### config.mk
export PLATFORM = sky130hd
export DESIGN_NAME = temp_eeprom_slave
export DESIGN_NICKNAME = d
export VERILOG_FILES = /design/src/verilog/tsense_pkg.sv /design/src/verilog/nv_if.sv /design/src/verilog/nv_store.sv /design/src/verilog/temp_eeprom_slave.sv
export SDC_FILE = /design/constraint.sdc
export NUM_CORES = 2
export LEC_CHECK = 0
export BUFFER_PORTS_ARGS = -buffer_cell sky130_fd_sc_hd__buf_2
export CAP_MARGIN = 20
export CORE_UTILIZATION = 50
export CTS_BUF_LIST = sky130_fd_sc_hd__clkbuf_4
export CTS_CLUSTER_DIAMETER = 50
export DETAILED_ROUTE_END_ITERATION = 8
export PLACE_DENSITY = 0.73
export SYNTH_ARGS = -nofsm -noshare
export SYNTH_HDL_FRONTEND = slang
export SYNTH_HIERARCHICAL = 1
export SYNTH_SLANG_ARGS = --single-unit
### constraint.sdc
create_clock -name clk -period 9.6 [get_ports clk]
set_input_delay 0.48 -clock clk [delete_from_list [all_inputs] [get_ports clk]]
set_output_delay 0.48 -clock clk [all_outputs]
set_load 0.05 [all_outputs]
### src/verilog/tsense_pkg.sv
// Constants and types of the two-wire thermometer and memory slave
package tsense_pkg;
    localparam logic [7:0] CMD_MEM      = 8'h17;
    localparam logic [7:0] CMD_CFG      = 8'hac;
    localparam logic [7:0] CMD_TEMP     = 8'haa;
    localparam logic [7:0] CMD_CONV     = 8'hee;
    localparam logic [7:0] CMD_HALT     = 8'h22;
    localparam logic [7:0] CFG_CONT     = 8'h00;
    localparam logic [7:0] CFG_RST      = 8'h00;
    localparam logic [7:0] IDLE_BYTE    = 8'hff;
    localparam logic [3:0] DEV_CODE_DEF = 4'h5;
    localparam logic [3:0] BYTE_BITS    = 4'h8;
    localparam int         MEM_BYTES    = 256;
    localparam int         PAGE_BYTES   = 8;
    localparam int         CLK_HZ       = 50_000_000;
    localparam int         WR_TIME_MS   = 10;
    localparam int         WR_CYCLES    = WR_TIME_MS * (CLK_HZ / 1000);

    typedef enum logic [2:0] {
        ST_IDLE = 3'b000,
        ST_ADDR = 3'b001,
        ST_ACK  = 3'b010,
        ST_RX   = 3'b011,
        ST_TX   = 3'b100,
        ST_MACK = 3'b101
    } bus_st_t;

    typedef enum logic [1:0] {
        PH_CMD   = 2'b00,
        PH_PARAM = 2'b01,
        PH_DATA  = 2'b10
    } phase_t;
endpackage : tsense_pkg
### src/verilog/nv_if.sv
// Link between the command engine and the nonvolatile store
`timescale 1ns/1ps
interface nv_if;
    logic       buf_we;
    logic [2:0] buf_idx;
    logic [7:0] buf_data;
    logic       commit;
    logic       abort;
    logic [4:0] base;
    logic [7:0] rd_addr;
    logic [7:0] rd_data;
    logic       busy;

    modport engine (
        output buf_we, buf_idx, buf_data, commit, abort, base, rd_addr,
        input  rd_data, busy
    );
    modport store (
        input  buf_we, buf_idx, buf_data, commit, abort, base, rd_addr,
        output rd_data, busy
    );
endinterface : nv_if

### src/verilog/nv_store.sv
// Page buffer, memory array and programming timer
`timescale 1ns/1ps
module nv_store
    import tsense_pkg::*;
#(
    parameter int WR_CNT = WR_CYCLES
) (
    input  wire logic clk,
    input  wire logic rst_b,
    nv_if.store       nv
);
    localparam int CW = $clog2(WR_CNT + 1);

    logic [7:0]            mem    [MEM_BYTES];
    logic [7:0]            page_r [PAGE_BYTES];
    logic [PAGE_BYTES-1:0] mask_r;
    logic [PAGE_BYTES-1:0] mask_nxt;
    logic [CW-1:0]         cnt_r;
    logic [CW-1:0]         cnt_nxt;
    logic                  busy_r;
    logic                  busy_nxt;
    logic                  go;

    assign go         = nv.commit && !busy_r;
    assign nv.busy    = busy_r;
    assign nv.rd_data = mem[nv.rd_addr];

    always_comb begin
        mask_nxt = mask_r;
        cnt_nxt  = cnt_r;
        busy_nxt = busy_r;
        if (busy_r) begin
            cnt_nxt = cnt_r - CW'(1);
            if (cnt_r == CW'(1)) begin
                busy_nxt = 1'b0;
            end
        end
        if (nv.abort || go) begin
            mask_nxt = '0;
        end
        if (nv.buf_we) begin
            mask_nxt[nv.buf_idx] = 1'b1;
        end
        if (go) begin
            busy_nxt = 1'b1;
            cnt_nxt  = CW'(WR_CNT);
        end
    end

    always_ff @(posedge clk or negedge rst_b) begin
        if (!rst_b) begin
            mask_r <= '0;
            cnt_r  <= '0;
            busy_r <= 1'b0;
        end else begin
            mask_r <= mask_nxt;
            cnt_r  <= cnt_nxt;
            busy_r <= busy_nxt;
        end
    end

    // Only bytes actually received are programmed; the rest keep old data
    always_ff @(posedge clk) begin
        if (nv.buf_we) begin
            page_r[nv.buf_idx] <= nv.buf_data;
        end
        for (int i = 0; i < PAGE_BYTES; i++) begin
            if (go && mask_r[i]) begin
                mem[{nv.base, 3'(i)}] <= page_r[i];
            end
        end
    end
endmodule : nv_store

### src/verilog/temp_eeprom_slave.sv
// Command layer of the two-wire thermometer and memory slave
`timescale 1ns/1ps
module temp_eeprom_slave
    import tsense_pkg::*;
#(
    parameter logic [3:0] DEV_CODE = DEV_CODE_DEF,
    parameter int         WR_CNT   = WR_CYCLES
) (
    input  wire logic        clk,
    input  wire logic        rst_b,
    input  wire logic        scl_pin,
    input  wire logic        sda_pin,
    output logic             sda_out,
    output logic             sda_oe,
    input  wire logic        addr_select_0,
    input  wire logic        addr_select_1,
    input  wire logic        addr_select_2,
    input  wire logic [15:0] temp_value,
    output logic [7:0]       cfg_value,
    output logic             cont_mode,
    output logic             conv_start,
    output logic             conv_stop,
    output logic             write_busy
);
    ////////////////////////////////////////////////////////////////////////////
    nv_if nv ();

    nv_store #(
        .WR_CNT (WR_CNT)
    ) u_store (
        .clk   (clk),
        .rst_b (rst_b),
        .nv    (nv.store)
    );

    function automatic logic cmd_known(input logic [7:0] c);
        return c == CMD_MEM || c == CMD_CFG || c == CMD_TEMP ||
               c == CMD_CONV || c == CMD_HALT;
    endfunction : cmd_known

    ////////////////////////////////////////////////////////////////////////////
    // Pin synchronisers; stage three only feeds edge detection
    logic       scl_s1_r;
    logic       scl_s2_r;
    logic       scl_s3_r;
    logic       sda_s1_r;
    logic       sda_s2_r;
    logic       sda_s3_r;
    logic [2:0] sel_s1_r;
    logic [2:0] sel_s2_r;
    logic       sda_lo_r;

    always_ff @(posedge clk or negedge rst_b) begin
        if (!rst_b) begin
            scl_s1_r <= 1'b1;
            scl_s2_r <= 1'b1;
            scl_s3_r <= 1'b1;
            sda_s1_r <= 1'b1;
            sda_s2_r <= 1'b1;
            sda_s3_r <= 1'b1;
            sel_s1_r <= 3'h0;
            sel_s2_r <= 3'h0;
            sda_lo_r <= 1'b0;
        end else begin
            scl_s1_r <= scl_pin;
            scl_s2_r <= scl_s1_r;
            scl_s3_r <= scl_s2_r;
            sda_s1_r <= sda_pin;
            sda_s2_r <= sda_s1_r;
            sda_s3_r <= sda_s2_r;
            sel_s1_r <= {addr_select_2, addr_select_1, addr_select_0};
            sel_s2_r <= sel_s1_r;
            sda_lo_r <= 1'b0;
        end
    end

    logic scl_rise;
    logic scl_fall;
    logic start_c;
    logic stop_c;

    assign scl_rise = scl_s2_r && !scl_s3_r;
    assign scl_fall = !scl_s2_r && scl_s3_r;
    assign start_c  = scl_s2_r && scl_s3_r && sda_s3_r && !sda_s2_r;
    assign stop_c   = scl_s2_r && scl_s3_r && !sda_s3_r && sda_s2_r;

    ////////////////////////////////////////////////////////////////////////////
    // Byte engine and command interpreter
    bus_st_t    st_r,     st_nxt;
    phase_t     ph_r,     ph_nxt;
    logic [3:0] bit_r,    bit_nxt;
    logic [7:0] sh_r,     sh_nxt;
    logic [7:0] cmd_r,    cmd_nxt;
    logic [7:0] ptr_r,    ptr_nxt;
    logic [7:0] cfgp_r,   cfgp_nxt;
    logic [7:0] cfg_r,    cfg_nxt;
    logic [7:0] tlo_r,    tlo_nxt;
    logic       rw_r,     rw_nxt;
    logic       tsel_r,   tsel_nxt;
    logic       mack_r,   mack_nxt;
    logic       oe_r,     oe_nxt;
    logic       wpend_r,  wpend_nxt;
    logic       cpend_r,  cpend_nxt;
    logic       cont_r,   cont_nxt;
    logic       cstart_r, cstart_nxt;
    logic       cstop_r,  cstop_nxt;
    logic       addr_hit;
    logic       ack_c;
    logic       load_c;
    logic [7:0] tx_byte;
    logic [7:0] wr_step;
    logic [7:0] rd_step;

    assign addr_hit = sh_r[7:4] == DEV_CODE && sh_r[3:1] == sel_s2_r;
    assign wr_step  = {ptr_r[7:3], ptr_r[2:0] + 3'h1};
    assign rd_step  = ptr_r + 8'h01;

    assign nv.buf_idx  = ptr_r[2:0];
    assign nv.buf_data = sh_r;
    assign nv.base     = ptr_r[7:3];
    assign nv.rd_addr  = ptr_r;

    always_comb begin
        unique case (cmd_r)
            CMD_MEM:  tx_byte = nv.rd_data;
            CMD_TEMP: tx_byte = tsel_r ? tlo_r : temp_value[15:8];
            CMD_CFG:  tx_byte = cfg_r;
            default:  tx_byte = IDLE_BYTE;
        endcase
    end

    always_comb begin
        st_nxt     = st_r;
        ph_nxt     = ph_r;
        bit_nxt    = bit_r;
        sh_nxt     = sh_r;
        cmd_nxt    = cmd_r;
        ptr_nxt    = ptr_r;
        cfgp_nxt   = cfgp_r;
        cfg_nxt    = cfg_r;
        tlo_nxt    = tlo_r;
        rw_nxt     = rw_r;
        tsel_nxt   = tsel_r;
        mack_nxt   = mack_r;
        oe_nxt     = oe_r;
        wpend_nxt  = wpend_r;
        cpend_nxt  = cpend_r;
        cont_nxt   = cfg_r == CFG_CONT;
        cstart_nxt = 1'b0;
        cstop_nxt  = 1'b0;
        nv.buf_we  = 1'b0;
        nv.commit  = 1'b0;
        nv.abort   = 1'b0;
        ack_c      = 1'b0;
        load_c     = 1'b0;
        if (start_c) begin
            st_nxt    = ST_ADDR;
            bit_nxt   = 4'h0;
            oe_nxt    = 1'b0;
            nv.abort  = wpend_r || cpend_r;
            wpend_nxt = 1'b0;
            cpend_nxt = 1'b0;
        end else if (stop_c) begin
            st_nxt    = ST_IDLE;
            oe_nxt    = 1'b0;
            nv.commit = wpend_r || cpend_r;
            if (cpend_r) begin
                cfg_nxt = cfgp_r;
            end
            wpend_nxt = 1'b0;
            cpend_nxt = 1'b0;
        end else begin
            unique case (st_r)
                ST_IDLE: begin
                end
                ST_ADDR, ST_RX: begin
                    if (scl_rise) begin
                        sh_nxt  = {sh_r[6:0], sda_s2_r};
                        bit_nxt = bit_r + 4'h1;
                    end else if (scl_fall && bit_r == BYTE_BITS) begin
                        if (st_r == ST_ADDR) begin
                            ack_c  = addr_hit;
                            rw_nxt = sh_r[0];
                            if (addr_hit && !sh_r[0]) begin
                                ph_nxt = PH_CMD;
                            end
                        end else begin
                            unique case (ph_r)
                                PH_CMD: begin
                                    if (!nv.busy && cmd_known(sh_r)) begin
                                        ack_c      = 1'b1;
                                        cmd_nxt    = sh_r;
                                        tsel_nxt   = 1'b0;
                                        cstart_nxt = sh_r == CMD_CONV;
                                        cstop_nxt  = sh_r == CMD_HALT;
                                        ph_nxt     = (sh_r == CMD_MEM || sh_r == CMD_CFG) ?
                                                     PH_PARAM : PH_DATA;
                                    end
                                end
                                PH_PARAM: begin
                                    ack_c  = 1'b1;
                                    ph_nxt = PH_DATA;
                                    if (cmd_r == CMD_MEM) begin
                                        ptr_nxt = sh_r;
                                    end else begin
                                        cfgp_nxt  = sh_r;
                                        cpend_nxt = 1'b1;
                                    end
                                end
                                PH_DATA: begin
                                    if (cmd_r == CMD_MEM) begin
                                        ack_c     = 1'b1;
                                        nv.buf_we = 1'b1;
                                        wpend_nxt = 1'b1;
                                        ptr_nxt   = wr_step;
                                    end
                                end
                                default: begin
                                end
                            endcase
                        end
                        oe_nxt = ack_c;
                        st_nxt = ack_c ? ST_ACK : ST_IDLE;
                    end
                end
                ST_ACK: begin
                    if (scl_fall) begin
                        bit_nxt = 4'h0;
                        oe_nxt  = 1'b0;
                        load_c  = rw_r;
                        st_nxt  = rw_r ? ST_TX : ST_RX;
                    end
                end
                ST_TX: begin
                    if (scl_rise) begin
                        bit_nxt = bit_r + 4'h1;
                    end else if (scl_fall) begin
                        if (bit_r == BYTE_BITS) begin
                            oe_nxt = 1'b0;
                            st_nxt = ST_MACK;
                        end else begin
                            sh_nxt = {sh_r[6:0], 1'b0};
                            oe_nxt = !sh_r[6];
                        end
                    end
                end
                ST_MACK: begin
                    if (scl_rise) begin
                        mack_nxt = !sda_s2_r;
                    end else if (scl_fall) begin
                        bit_nxt = 4'h0;
                        load_c  = mack_r;
                        st_nxt  = mack_r ? ST_TX : ST_IDLE;
                    end
                end
                default: st_nxt = ST_IDLE;
            endcase
        end
        if (load_c) begin
            sh_nxt   = tx_byte;
            oe_nxt   = !tx_byte[7];
            tsel_nxt = 1'b1;
            if (!tsel_r) begin
                tlo_nxt = temp_value[7:0];
            end
            if (cmd_r == CMD_MEM) begin
                ptr_nxt = rd_step;
            end
        end
    end

    always_ff @(posedge clk or negedge rst_b) begin
        if (!rst_b) begin
            st_r     <= ST_IDLE;
            ph_r     <= PH_CMD;
            bit_r    <= 4'h0;
            sh_r     <= 8'h00;
            cmd_r    <= 8'h00;
            ptr_r    <= 8'h00;
            cfgp_r   <= 8'h00;
            cfg_r    <= CFG_RST;
            tlo_r    <= 8'h00;
            rw_r     <= 1'b0;
            tsel_r   <= 1'b0;
            mack_r   <= 1'b0;
            oe_r     <= 1'b0;
            wpend_r  <= 1'b0;
            cpend_r  <= 1'b0;
            cont_r   <= 1'b0;
            cstart_r <= 1'b0;
            cstop_r  <= 1'b0;
        end else begin
            st_r     <= st_nxt;
            ph_r     <= ph_nxt;
            bit_r    <= bit_nxt;
            sh_r     <= sh_nxt;
            cmd_r    <= cmd_nxt;
            ptr_r    <= ptr_nxt;
            cfgp_r   <= cfgp_nxt;
            cfg_r    <= cfg_nxt;
            tlo_r    <= tlo_nxt;
            rw_r     <= rw_nxt;
            tsel_r   <= tsel_nxt;
            mack_r   <= mack_nxt;
            oe_r     <= oe_nxt;
            wpend_r  <= wpend_nxt;
            cpend_r  <= cpend_nxt;
            cont_r   <= cont_nxt;
            cstart_r <= cstart_nxt;
            cstop_r  <= cstop_nxt;
        end
    end

    assign sda_out    = sda_lo_r;
    assign sda_oe     = oe_r;
    assign cfg_value  = cfg_r;
    assign cont_mode  = cont_r;
    assign conv_start = cstart_r;
    assign conv_stop  = cstop_r;
    assign write_busy = nv.busy;
endmodule : temp_eeprom_slave

==> impl_metrics.json <==
{
  "detail_route.wl_per_cell_um": 36.09,
  "min-delay-path-class": "in2async",
  "die_width_um": 419.5,
  "drt-pass1-iter-count": 6,
  "ios": 37,
  "max_slew_margin": 0.1258,
  "cts_h_tree_depth": 6,
  "leading_cell_type_in_the_layout_fill_and_taps_excluded": "edfxtp_1",
  "p_comb_frac": 0.009,
  "detail-route-antenna-nets": 0,
  "timing.final.hold_violations": 0,
  "power_density_mw_per_mm2": 188.3,
  "crit_path_end_kind": "flop",
  "cts_sinks": 2218,
  "grt_setup_unrepaired": "false",
  "timing.critical_path.cells": "buf_12 -> buf_4 -> mux4_2 -> and2_1 -> a2111oi_0 -> a311oi_1 -> a211oi_1 -> nor4_1 -> nand2_1 -> o21ai_0 -> nor4_1 -> a21oi_1",
  "detail_route.wirelength_um": 269300,
  "clockPowerShare": 0.412,
  "share_of_layout_cells_above_drive_strength_1": 0.3016,
  "detailed_place_hpwl_um": 147700,
  "synth_area_mm2": 0.08715,
  "ff_to_ff_path_depth": 12,
  "finalClockSkew_ps": 96.38,
  "tritoncts_buffer_count": 563,
  "synth_ff_type": "edfxtp_1",
  "mappedNetlistNets": 4281,
  "total_of_max_cap_violations": 0,
  "worstSetupEndpoint": "nv.buf_data[2]",
  "floorplan.die_area_mm2": 0.1760,
  "worst_setup_hold_path_clk_slew_ps": 70,
  "final_nets": 4825,
  "p_int_uw": 14450,
  "setup_slack_ps": 4460,
  "detailedRoute.firstIterationViolations": 9889,
  "setup.worst_path.start": "nv.rd_addr[0]",
  "detailedPlace.worstSlack_ps": 4608,
  "post_cts_resize_count": 0,
  "critical_path_buf_inv_count": 2,
  "grt_antenna_before_repair": 45,
  "p_seq_frac": 0.579,
  "synthCells": 4249,
  "final_period_utilization": 0.5354,
  "synthDistinctLibCells": 87,
  "clk_latency_ps": 1370,
  "leakage_uw": 0.03033,
  "worst_ir_drop_vdd_uv": 118.0,
  "tightest_slew_ps": 1305,
  "critPathArrivalTime_ps": 6330,
  "p_sw_frac": 0.2080,
  "post-route-util": 0.5622,
  "place_congestion": 0.9545,
  "grt-ovfl-total": 0,
  "grt_pass1_wl_um": 371500,
  "vias_cell": 6.736,
  "clk_root_buffer_cell": "clkbuf_4",
  "drc": 0,
  "tritoncts": "built",
  "combined_flip_flop_and_latch_cell_area_mm2": 0.06609,
  "worst_r2r_endpoint": "nv.buf_data[2]",
  "most-common-layout-cells": "2112 x edfxtp_1, 769 x clkbuf_4, 491 x mux4_2",
  "synth.yosys.seq_area_share": 0.7582,
  "fp-row-count": 152,
  "pin_count_of_the_biggest_net_entering_global_routing": 119,
  "rr_startpoint": "nv.rd_addr[0]",
  "ys_seq_elements": 2218,
  "grt_pass1_vias": 49410,
  "shortest_period_the_worst_path_allows_ps": 5140,
  "post_synth_edffs": 2112,
  "fmaxAchievable_mhz": 194.6,
  "worst_ep_required_time_ps": 10790,
  "globalRouteTotalUtil": 0.3079,
  "setup.worst_path.class": "reg2reg",
  "mean_instance_size_in_the_synthesized_netlist_um2": 20.51,
  "async_reset_ff_frac": 0.04779,
  "ff2ff_setup_slack_ps": 4460,
  "nFillCells": 12850,
  "setup-violations-final": 0,
  "floorplan.initialDensity": 0.5058,
  "core_region_area_mm2": 0.1723,
  "clockBufferDepth": 4,
  "areaGrowthSynthToFinish_pct": 11.14,
  "overall_via_count_from_detail_route": 50270,
  "cell_with_the_most_instances_on_the_worst_path": "nor4_1",
  "worstPathMaxFanout": 69,
  "io_buffers": 35,
  "die_height_um": 419.5,
  "multi_input_area_mm2": 0.01956,
  "fin_setup_tns_ps": 0,
  "yosys_warnings": 6,
  "cp_top_family": "compound AO/OA/AOI/OAI gates",
  "cell_count_along_the_critical_path": 12,
  "p_switching_uw": 3794,
  "crit_path_top_delay_cell": "a2111oi_0",
  "timing_max_transition_violations_final": 0,
  "startpoint_type": "flop",
  "run_status": "finished, final reports clean",
  "cpPeakStageDelay_ps": 790
}
[power groups by stage]
| stage | combinational (µW) | clock, µW | sequential [µW] |
|---|---|---|---|
| after CTS | 158 | 7590 | 10600 |
| final | 159 | 7510 | 10600 |
| after detailed placement | 146 | 0 | 10800 |
| after floorplan | 90.5 | 0 | 10700 |
| after global placement | 142 | 0 | 10800 |
| after global routing | 171 | 8070 | 10600 |
[cell type report]
type | count | share of cell area
Antenna cell | 27 | 0.0006975
Clock buffer | 769 | 0.05960
Clock inverter | 129 | 0.007388
Inverter | 16 | 0.0006329
Multi-Input combinational cell | 1789 | 0.2019
Sequential cell | 2218 | 0.6823
Tap cell | 2310 | 0.02984
Timing Repair Buffer | 205 | 0.01759
[cell usage after synthesis (all sizes together) (31+ instances only)]
cell type / number / share of area
a211oi: 32 / 0.0029
o221ai: 47 / 0.0047
nor2: 326 / 0.014
dfrtp: 100 / 0.029
nand2: 175 / 0.0077
mux2i: 165 / 0.019
clkbuf: 81 / 0.0035
o21ai: 62 / 0.0036
mux4: 507 / 0.13
nor3: 34 / 0.0020
buf: 145 / 0.014
mux2: 36 / 0.0047
o22ai: 34 / 0.0024
a21oi: 58 / 0.0033
a22oi: 31 / 0.0027
edfxtp: 2112 / 0.73
[how the worst min path moves through the flow]
stage                startpoint          endpoint  slack (ps)  depth (start not counted)
detailed placement  sel_s1_r[2]       sel_s2_r[2]         330                          0
global route              rst_b  u_store/cnt_r[7]         140                          4
finish                    rst_b       sel_s1_r[2]         180                          4
floorplan                 rst_b          bit_r[0]         180                          0
CTS                       rst_b  u_store/cnt_r[4]         110                          4
global placement    sel_s1_r[0]       sel_s2_r[0]         330                          0
[logic make-up after synthesis]
logic type / Yosys count / synth area share
compound gates: 388 / 0.03181
xor+xnor: 7 / 0.0007035
fa+ha+maj: 9 / 0.001292
buf+inv: 242 / 0.01774
flops: 2218 / 0.7582
mux: 708 / 0.1553
other cells: 1 / 0.00004303
simple gates: 676 / 0.03489
[timing repair]
item	in CTS	in global routing
hold buffers	37	0
setup buffers	0	0
endpoints found under the hold margin	125	0
[flip-flops by register name, indices dropped and copies added, names as in the netlist, 4 cells and up]
register        flops
cmd_r               8
nv.rd_addr          8
tlo_r               8
u_store/page_r     64
cfg_value           8
u_store/cnt_r      19
cfgp_r              8
u_store/mem      2048
u_store/mask_r      8
nv.buf_data         8
bit_r               4
[layer usage]
layer | routed length, µm | global-route usage | share of wire
met2 | 123300 | 0.4602 | 0.46
met5 | 181 | 0.0005557 | 0.00067
met4 | 16000 | 0.1742 | 0.059
met1 | 88550 | 0.4012 | 0.33
met3 | 41320 | 0.09693 | 0.15
[worst min-delay path: stages]
cell and delay, ps:
dlygate4sd3_1 510, dlygate4sd3_1 540, buf_4 130, buf_12 190
[through the flow]
| step | instance area [µm²] | power (µW) | std cells | hold WS, ps |
|---|---|---|---|---|
| 2_1_floorplan | 87150 | 10830 | 4249 | 184.4 |
| 3_3_place_gp | 89860 | 10910 | 6498 | 333.4 |
| 3_5_place_dp | 89910 | 10920 | 6500 | 334.7 |
| 4_1_cts | 96780 | 18310 | 7435 | 111.5 |
| 5_1_grt | 96820 | 18810 | 7443 | 143.9 |
| 6_report | 96870 | 18240 | 7463 | 180.7 |
(Power assumes the default switching activity.)
